<file path="src/lml_pkg.sv">
// shared constants of the dot-matrix serial loader
// assumes one 100 MHz core clock; all pin inputs are asynchronous to it
package lml_pkg;
    localparam int PIX_BITS = 160;
    localparam int NUM_CHIPS = 2;
    localparam int CTL_BITS = 8;
    localparam int WORD_BITS = 7;
    localparam int WORD_SEL_BIT = 7;
    localparam int SLEEP_BIT = 6;
    localparam int SIMUL_BIT = 0;
    localparam int PRESCALE_BIT = 1;
    localparam int EXT_PRESCALE = 8;
    localparam logic [CTL_BITS-1:0] CTL_RESET = 8'h00;
    localparam logic [WORD_BITS-1:0] WORD_RESET = 7'h00;
    localparam logic TGT_PIXEL = 1'b0;
    localparam logic TGT_CONTROL = 1'b1;
    localparam int CLK_PERIOD_NS = 10;
    localparam int INT_OSC_KHZ = 200;
    localparam int INT_OSC_HALF_CYC = (1_000_000 / CLK_PERIOD_NS) / (2 * INT_OSC_KHZ);
    localparam int SYNC_W = 8;
    // sync bit positions
    localparam int S_CE_N = 0;
    localparam int S_TGT = 1;
    localparam int S_SCLK = 2;
    localparam int S_DIN = 3;
    localparam int S_RST_N = 4;
    localparam int S_DARK = 5;
    localparam int S_OSEL = 6;
    localparam int S_TB = 7;
    // idle pin levels: enable high, device reset asserted
    localparam logic [SYNC_W-1:0] SYNC_RESET = 8'h01;
endpackage

</file>
<file path="src/lml_sync2.sv">
// two-flop synchroniser for a group of asynchronous pin levels
// assumes each bit is an independent level; no bus coherence implied
module lml_sync2
    import lml_pkg::*;
#(
    parameter int WIDTH = SYNC_W,
    parameter logic [WIDTH-1:0] RESET_VAL = '0
) (
    // clock and reset
    input wire logic core_clk_in,
    input wire logic rst_in,
    // levels
    input wire logic [WIDTH-1:0] async_in,
    output logic [WIDTH-1:0] sync_out
);
    typedef struct packed {
        logic [WIDTH-1:0] meta;
        logic [WIDTH-1:0] stable;
    } lml_sync_t;

    lml_sync_t st_q;
    lml_sync_t st_d;

    always_comb begin
        st_d.meta = async_in;
        st_d.stable = st_q.meta;
    end

    always_ff @(posedge core_clk_in or posedge rst_in) begin
        if (rst_in) begin
            st_q <= {RESET_VAL, RESET_VAL};
        end else begin
            st_q <= st_d;
        end
    end

    assign sync_out = st_q.stable;
endmodule

</file>
<file path="src/lml_buf2.sv">
// two-entry buffer with valid/ready on both sides
// assumes producer honours in_ready_out; output data comes from a flop
module lml_buf2
    import lml_pkg::*;
#(
    parameter int WIDTH = 1
) (
    // clock and reset
    input wire logic core_clk_in,
    input wire logic rst_in,
    // fill side
    input wire logic in_valid_in,
    input wire logic [WIDTH-1:0] in_data_in,
    output logic in_ready_out,
    // drain side
    output logic out_valid_out,
    output logic [WIDTH-1:0] out_data_out,
    input wire logic out_ready_in
);
    typedef struct packed {
        logic [1:0][WIDTH-1:0] mem;
        logic [1:0] cnt;
    } lml_buf_t;

    lml_buf_t st_q;
    lml_buf_t st_d;
    logic push;
    logic pop;

    assign in_ready_out = (st_q.cnt != 2'h2);
    assign out_valid_out = (st_q.cnt != 2'h0);
    assign out_data_out = st_q.mem[0];
    assign push = in_valid_in & in_ready_out;
    assign pop = out_valid_out & out_ready_in;

    always_comb begin
        st_d = st_q;
        if (pop) begin
            st_d.mem[0] = st_q.mem[1];
        end
        // new word goes to the first free slot after the pop
        if (push) begin
            if ((st_q.cnt == 2'h0) || ((st_q.cnt == 2'h1) && pop)) begin
                st_d.mem[0] = in_data_in;
            end else begin
                st_d.mem[1] = in_data_in;
            end
        end
        st_d.cnt = 2'(st_q.cnt + {1'b0, push} - {1'b0, pop});
    end

    always_ff @(posedge core_clk_in or posedge rst_in) begin
        if (rst_in) begin
            st_q <= '0;
        end else begin
            st_q <= st_d;
        end
    end
endmodule

</file>
<file path="src/lml_loader.sv">
// serial loader and register core of a cascaded dot-matrix LED driver
// assumes all pins asynchronous; shift clock far slower than core clock
module lml_loader
    import lml_pkg::*;
#(
    parameter int NC = NUM_CHIPS,
    parameter int PIX = PIX_BITS,
    parameter int OSC_HALF = INT_OSC_HALF_CYC
) (
    // clock and reset
    input wire logic core_clk_in,
    input wire logic rst_in,
    // serial bus pins
    input wire logic chip_enable_n_in,
    input wire logic target_choice_in,
    input wire logic shift_clk_in,
    input wire logic ser_data_in,
    output logic ser_data_out,
    // device control pins
    input wire logic dev_reset_n_in,
    input wire logic darken_display_in,
    input wire logic osc_select_in,
    // two-way timebase pin
    input wire logic timebase_pin_in,
    output logic timebase_pin_out,
    output logic timebase_pin_oe_n_out,
    // display side
    output logic [NC*PIX-1:0] led_out,
    output logic [NC-1:0] sleep_out,
    output logic disp_tick_out,
    output logic [NC*WORD_BITS-1:0] word0_out,
    output logic [NC*WORD_BITS-1:0] word1_out,
    // stream of bits shifted out of the chain
    output logic shout_valid_out,
    output logic shout_bit_out,
    input wire logic shout_ready_in,
    output logic shout_room_out
);
    localparam int OSC_W = $clog2(OSC_HALF);
    localparam int PRE_W = $clog2(EXT_PRESCALE);
    localparam logic [OSC_W-1:0] OSC_LAST = OSC_W'(OSC_HALF - 1);
    localparam logic [PRE_W-1:0] PRE_LAST = PRE_W'(EXT_PRESCALE - 1);

    typedef struct packed {
        logic [NC-1:0][PIX-1:0] pix;
        logic [NC-1:0][PIX-1:0] latch;
        logic [NC-1:0][PIX-1:0] led;
        logic [NC-1:0][CTL_BITS-1:0] cshift;
        logic [NC-1:0][WORD_BITS-1:0] w0;
        logic [NC-1:0][WORD_BITS-1:0] w1;
        logic sel;
        logic pend;
        logic clk_p;
        logic ce_p;
        logic tb_p;
        logic dout;
        logic osc;
        logic tick;
        logic [OSC_W-1:0] osc_cnt;
        logic [PRE_W-1:0] pre_cnt;
    } lml_state_t;

    lml_state_t st_q;
    lml_state_t st_d;
    logic [SYNC_W-1:0] pins_s;
    logic ce_s, tgt_s, sclk_s, din_s, rst_n_s, dark_s, osel_s, tb_s;
    logic sclk_rise, ce_fall, shift_ev, latch_ev, tgt_now, tb_rise, osc_run;
    logic [NC-1:0] chip_in;
    logic [NC-1:0] chip_out;
    logic [NC-1:0] awake;

    ////////////////////////////////////////////////////////////////////
    // pin synchronisation and edge detection
    lml_sync2 #(
        .WIDTH(SYNC_W),
        .RESET_VAL(SYNC_RESET)
    ) u_sync (
        .core_clk_in(core_clk_in),
        .rst_in(rst_in),
        .async_in({timebase_pin_in, osc_select_in, darken_display_in, dev_reset_n_in,
                   ser_data_in, shift_clk_in, target_choice_in, chip_enable_n_in}),
        .sync_out(pins_s)
    );

    assign ce_s = pins_s[S_CE_N];
    assign tgt_s = pins_s[S_TGT];
    assign sclk_s = pins_s[S_SCLK];
    assign din_s = pins_s[S_DIN];
    assign rst_n_s = pins_s[S_RST_N];
    assign dark_s = pins_s[S_DARK];
    assign osel_s = pins_s[S_OSEL];
    assign tb_s = pins_s[S_TB];

    assign sclk_rise = sclk_s & ~st_q.clk_p;
    assign ce_fall = st_q.ce_p & ~ce_s;
    // shift only on a rising shift clock while enable is low
    assign shift_ev = sclk_rise & ~ce_s;
    // copy once per frame: enable back high and shift clock low
    assign latch_ev = ce_s & ~sclk_s & st_q.pend;
    // destination taken from the level held at enable fall
    assign tgt_now = ce_fall ? tgt_s : st_q.sel;
    assign tb_rise = tb_s & ~st_q.tb_p;

    ////////////////////////////////////////////////////////////////////
    // per-chip serial path; chip i is fed from chip i-1
    for (genvar i = 0; i < NC; i++) begin : g_chip
        if (i == 0) begin : g_first
            assign chip_in[i] = din_s;
        end else begin : g_next
            assign chip_in[i] = chip_out[i-1];
        end
        // far end of the selected chain, or pass-through for control data in simultaneous mode
        assign chip_out[i] = (tgt_now == TGT_PIXEL) ? st_q.pix[i][PIX-1] :
                             (st_q.w1[i][SIMUL_BIT] ? chip_in[i] :
                              st_q.cshift[i][CTL_BITS-1]);
        // word 0 sleep bit low means asleep
        assign awake[i] = st_q.w0[i][SLEEP_BIT];
        assign sleep_out[i] = ~awake[i];
        assign word0_out[i*WORD_BITS +: WORD_BITS] = st_q.w0[i];
        assign word1_out[i*WORD_BITS +: WORD_BITS] = st_q.w1[i];
    end

    // internal oscillator stops once every chip sleeps
    assign osc_run = osel_s & (|awake);

    ////////////////////////////////////////////////////////////////////
    // next state
    always_comb begin
        st_d = st_q;
        st_d.clk_p = sclk_s;
        st_d.ce_p = ce_s;
        st_d.tb_p = tb_s;
        st_d.tick = 1'b0;
        if (ce_fall) begin
            st_d.sel = tgt_s;
            st_d.pend = 1'b1;
        end
        for (int i = 0; i < NC; i++) begin
            if (shift_ev) begin
                // low choice feeds pixels, high choice feeds control
                if (tgt_now == TGT_PIXEL) begin
                    st_d.pix[i] = {st_q.pix[i][PIX-2:0], chip_in[i]};
                end else begin
                    st_d.cshift[i] = {st_q.cshift[i][CTL_BITS-2:0], chip_in[i]};
                end
            end
            if (latch_ev) begin
                if (st_q.sel == TGT_PIXEL) begin
                    st_d.latch[i] = st_q.pix[i];
                end else if (st_q.cshift[i][WORD_SEL_BIT]) begin
                    st_d.w1[i] = st_q.cshift[i][WORD_BITS-1:0];
                end else begin
                    st_d.w0[i] = st_q.cshift[i][WORD_BITS-1:0];
                end
            end
            // pin reset clears control only; pixel chain left alone
            if (!rst_n_s) begin
                st_d.cshift[i] = CTL_RESET;
                st_d.w0[i] = WORD_RESET;
                st_d.w1[i] = WORD_RESET;
            end
            // one bit per LED; darkened or asleep forces all off
            if (dark_s || !st_d.w0[i][SLEEP_BIT]) begin
                st_d.led[i] = '0;
            end else begin
                st_d.led[i] = st_d.latch[i];
            end
        end
        if (latch_ev) begin
            st_d.pend = 1'b0;
        end
        st_d.dout = chip_out[NC-1];
        // display timebase: internal divider or external pin
        if (osc_run) begin
            if (st_q.osc_cnt == OSC_LAST) begin
                st_d.osc_cnt = '0;
                st_d.osc = ~st_q.osc;
                st_d.tick = ~st_q.osc;
            end else begin
                st_d.osc_cnt = st_q.osc_cnt + 1'b1;
            end
        end else begin
            st_d.osc_cnt = '0;
            st_d.osc = 1'b0;
        end
        if (!osel_s && tb_rise) begin
            if (st_q.w1[0][PRESCALE_BIT]) begin
                st_d.pre_cnt = st_q.pre_cnt + 1'b1;
                st_d.tick = (st_q.pre_cnt == PRE_LAST);
            end else begin
                st_d.pre_cnt = '0;
                st_d.tick = 1'b1;
            end
        end
    end

    // pixel chain and latches keep whatever they hold through reset
    always_ff @(posedge core_clk_in or posedge rst_in) begin
        if (rst_in) begin
            st_q.led <= '0;
            st_q.cshift <= '0;
            st_q.w0 <= '0;
            st_q.w1 <= '0;
            st_q.sel <= TGT_PIXEL;
            st_q.pend <= 1'b0;
            st_q.clk_p <= 1'b0;
            st_q.ce_p <= 1'b1;
            st_q.tb_p <= 1'b0;
            st_q.dout <= 1'b0;
            st_q.osc <= 1'b0;
            st_q.tick <= 1'b0;
            st_q.osc_cnt <= '0;
            st_q.pre_cnt <= '0;
        end else begin
            st_q <= st_d;
        end
    end

    ////////////////////////////////////////////////////////////////////
    // outputs
    assign led_out = st_q.led;
    assign ser_data_out = st_q.dout;
    assign disp_tick_out = st_q.tick;
    // pin driven only when the internal oscillator is chosen
    assign timebase_pin_out = st_q.osc;
    assign timebase_pin_oe_n_out = ~osel_s;

    lml_buf2 #(
        .WIDTH(1)
    ) u_shout (
        .core_clk_in(core_clk_in),
        .rst_in(rst_in),
        .in_valid_in(shift_ev),
        .in_data_in(chip_out[NC-1]),
        .in_ready_out(shout_room_out),
        .out_valid_out(shout_valid_out),
        .out_data_out(shout_bit_out),
        .out_ready_in(shout_ready_in)
    );
endmodule

</file>
<file path="config.mk">
export PLATFORM = sky130hd
export DESIGN_NAME = lml_loader
export DESIGN_NICKNAME = d
export VERILOG_FILES = /design/src/lml_pkg.sv /design/src/lml_sync2.sv /design/src/lml_buf2.sv /design/src/lml_loader.sv
export SDC_FILE = /design/constraint.sdc
export NUM_CORES = 2
export LEC_CHECK = 0
export ABC_CLOCK_PERIOD_IN_PS = 39100
export BUFFER_PORTS_ARGS = -buffer_cell sky130_fd_sc_hd__buf_4
export CAP_MARGIN = 20
export CORE_MARGIN = 2
export CORE_UTILIZATION = 60
export CTS_BUF_LIST = sky130_fd_sc_hd__clkbuf_4
export CTS_CLUSTER_DIAMETER = 50
export DETAILED_ROUTE_END_ITERATION = 8
export PLACE_DENSITY = 0.79
export REMOVE_ABC_BUFFERS = 1
export SYNTH_ARGS = -nofsm -noshare
export SYNTH_HDL_FRONTEND = slang
export SYNTH_SLANG_ARGS = --single-unit
</file>
<file path="constraint.sdc">
create_clock -name core_clk_in -period 39.1 [get_ports core_clk_in]
set_input_delay 5.865 -clock core_clk_in [delete_from_list [all_inputs] [get_ports core_clk_in]]
set_output_delay 5.865 -clock core_clk_in [all_outputs]
set_load 0.05 [all_outputs]
</file>
==> flow_metrics.py <==
metrics = {
    "outcome": {
        "status": "finished, final reports clean",
    },
    "yosys": {
        "synth_top_flop_cell": "edfxtp_1",
        "synth_top_cell_area_share_pct": 49.1,
        "synth_seq_area_share_pct": 74.9,
        "syn_area_per_cell_um2": 16.8,
        "synth_area_leader_cell": "edfxtp_1",
        "synth_edf_count": 640,
        "yosysUniqueCellTypes": 35,
        "ys_ff_latch": 1043,
        "yosysWarnings": 0,
        "netlist_top_cells_area": "edfxtp_1 49%, dfrtp_1 26%, buf_4 6.7%, mux2_2 6.5%, nor2b_1 5.2%",
        "syn_area_um2": 39100,
        "async_flop_share_pct": 38.6,
        "syn_inst": 2325,
    },
    "setup_path": {
        "required_ns": 33.23,
        "r2r_cells": 6,
        "crit_slowest_cell": "dfrtp_1",
        "critPathMaxFanout": 7,
        "start_kind": "flop",
        "path_cells": "or2_2 > buf_4",
        "cp-end-kind": "output pin",
        "max_stage_delay_ns": 0.47,
        "crit_type": "flop to output pin",
        "arrival_ns": 2.04,
    },
    "route": {
        "routed_wl_um": 68200,
        "avgRoutedWirePerCell_um": 19.0,
        "drcViolationCount": 0,
        "antenna_left": 0,
        "num_vias": 18521,
        "dr.pass1.iters": 5,
        "drtIter0Drc": 1329,
        "avgViaCountPerCell": 5.14,
    },
    "sta": {
        "fin_setup_tns_ns": 0,
        "timing.hold.ws_ns": 0.343,
        "tightestPinTransition_ns": 1.15,
        "slew_headroom_pct": 23.0,
        "period_needed_ns": 7.90,
        "finalCritPeriodShare_pct": 20.2,
        "hold_viol_final": 0,
        "maxSlewViolCount": 0,
        "setup_viol": 0,
        "finClkSkew_ns": 0.0903,
        "max_freq_ghz": 0.127,
        "rsz0062_at_grt": "false",
        "setup_slack_ns": 31.20,
    },
    "floorplan": {
        "initial_core_util_pct": 60.7,
        "num_io_pins": 368,
        "rows": 93,
        "die_w_um": 259,
        "core_area_um2": 64500,
        "fp.dieH_um": 259,
        "dieArea_um2": 67300,
    },
    "clock_tree": {
        "clk_latency_ns": 1.06,
        "htree_levels": 4,
        "cts_tree": "yes",
        "cts_resized": 0,
        "cts_root_buf": "clkbuf_4",
        "cts_buffer_depth": 3,
        "clock_sinks": 1043,
        "clk_pin_slew_ns": 0.07,
        "cts_buffers": 241,
        "postCtsSetupRepairBufs": 0,
        "hold_buffers": 0,
    },
    "global_route": {
        "grt_pass1_wl_um": 106000,
        "antenna_found_initial": 1,
        "grt_pass1_vias": 19705,
        "grt_start_max_net_pins": 190,
        "overflow": 0,
        "grtUsageTotal_pct": 20.4,
    },
    "power_and_ir_drop": {
        "vdd_drop_max_mv": 0.0405,
        "internal_power_w": 0.00170,
        "p_per_area_nw_per_um2": 50.2,
        "pwr-share-seq_pct": 55.9,
        "switching_share_pct": 22.0,
        "p_sw_w": 0.000479,
        "pwr-share-comb_pct": 4.2,
        "p_leak_nw": 17.9,
        "clock_power_share_pct": 39.9,
    },
    "final_layout": {
        "area_delta_synth_final_pct": 11.1,
        "drive_gt1_share_pct": 37.1,
        "n_fill_cell": 4228,
        "final_nets": 2540,
        "fin_area_um2": 43500,
        "final_util_pct": 67.4,
    },
    "placement": {
        "place.gp.congestion": 0.805,
        "hpwlAfterDp_um": 39800,
        "dp_slack_ns": 30.16,
        "port_buffers": 367,
        "place_area_um2": 40200,
    },
    "run": {
        "cap_violations": 0,
    },
    "hold_path": {
        "hp-class": "flop to flop",
        "hold_depth": 0,
    },
}
worst max-delay path: cells and delay by family (launching register included):
| family | cells | cell delay (ns) |
|---|---|---|
| flip-flops | 1 | 0.47 |
| buffers and inverters | 1 | 0.19 |
| AND/OR/NAND/NOR | 1 | 0.32 |
metal layers:
layer / wire [um] / share of wire, % / track usage, %
met2: 34000 / 50 / 32.5
met3: 3640 / 5.3 / 5.50
met5: 0 / 0 / 0
met1: 29100 / 43 / 27.2
met4: 1450 / 2.1 / 7.92
flip-flops by register name, indices dropped and copies added, names as in the netlist:
register,flops
st_q,672
led_out,320
word0_out,14
word1_out,14
u_sync.st_d,8
u_sync.sync_out,8
u_shout.st_q,3
disp_tick_out,1
ser_data_out,1
timebase_pin_out,1
u_shout.out_data_out,1
worst paths after layout:
check / startpoint / endpoint / slack (ns)
min: u_sync.st_d[6] / u_sync.sync_out[6] / 0.34
max in group asynchronous: rst_in / led_out[255] / 31.68
min reg2reg: u_sync.st_d[6] / u_sync.sync_out[6] / 0.34
max: u_shout.st_q[1] / shout_valid_out / 31.20
min in group asynchronous: rst_in / u_shout.st_q[3] / 4.93
max reg2reg: u_sync.sync_out[0] / led_out[305] / 35.36
cell type report:
| type | count | area (um2) | area share, % |
|---|---|---|---|
| tap | 855 | 1070 | 2.46 |
| sequential | 1043 | 29300 | 67.4 |
| inverter | 9 | 41.3 | 0.0950 |
| multi-input combinational | 844 | 6860 | 15.8 |
| clock inverter | 85 | 424 | 0.976 |
| antenna | 2 | 5.00 | 0.0115 |
| timing repair buffer | 384 | 2940 | 6.76 |
| clock buffer | 378 | 2840 | 6.53 |
synthesized netlist by cell type, types with 3 or more instances:
master    instances
inv_1             8
nor2b_1         325
a21oi_1          26
nand2_1          37
or3_1             4
xnor2_1           4
buf_2            46
mux2_2          227
clkbuf_1         33
ha_1              6
mux2_1          100
dfstp_2           3
o21ai_0          15
dfrtp_1         400
nor3_1            5
nor2_2            3
nor2_1           34
nand3_1          17
edfxtp_1        640
buf_4           350
mux2i_1          26
metrics by stage:
step / std cells / power [W]
after floorplan: 1896 / 0.00133
after global placement: 3134 / 0.00133
after detailed placement: 3134 / 0.00134
after CTS: 3597 / 0.00221
after global routing: 3600 / 0.00228
final: 3600 / 0.00218
cells in the final DEF (no fill, tap or decap), types with 3 or more instances in the layout:
cell type	instances
mux2_1	100
nor2b_1	325
mux2_2	225
nor2_2	3
inv_1	7
clkinv_1	67
a21oi_1	26
edfxtp_1	640
dfrtp_1	400
or3_1	3
buf_12	3
nand3_1	17
inv_2	5
buf_4	380
clkbuf_4	378
nand2_1	37
clkinv_2	4
dfstp_2	3
mux2i_1	26
o21ai_0	15
ha_1	6
nor3_1	4
xnor2_1	4
nor2_1	34
power by group through the flow:
stage | Sequential, W | Combinational (W) | Clock, W
3_5_place_dp | 0.00124 | 0.0000926 | 0
3_3_place_gp | 0.00124 | 0.0000878 | 0
5_1_grt | 0.00122 | 0.000101 | 0.000959
2_1_floorplan | 0.00126 | 0.0000756 | 0
6_report | 0.00122 | 0.0000921 | 0.000872
4_1_cts | 0.00122 | 0.0000929 | 0.000901
logic make-up (layout without fill, tap and decap cells):
logic type | count (synthesis) | in the layout | share of synthesized area, %
compound gates | 45 | 45 | 0.601
xor+xnor | 6 | 6 | 0.134
other cells | 0 | 2 | 0
buf+inv | 438 | 856 | 7.70
mux | 353 | 353 | 10.1
simple gates | 434 | 434 | 6.44
fa+ha+maj | 6 | 6 | 0.192
flops | 1043 | 1043 | 74.9
(Power assumes the default switching activity.)
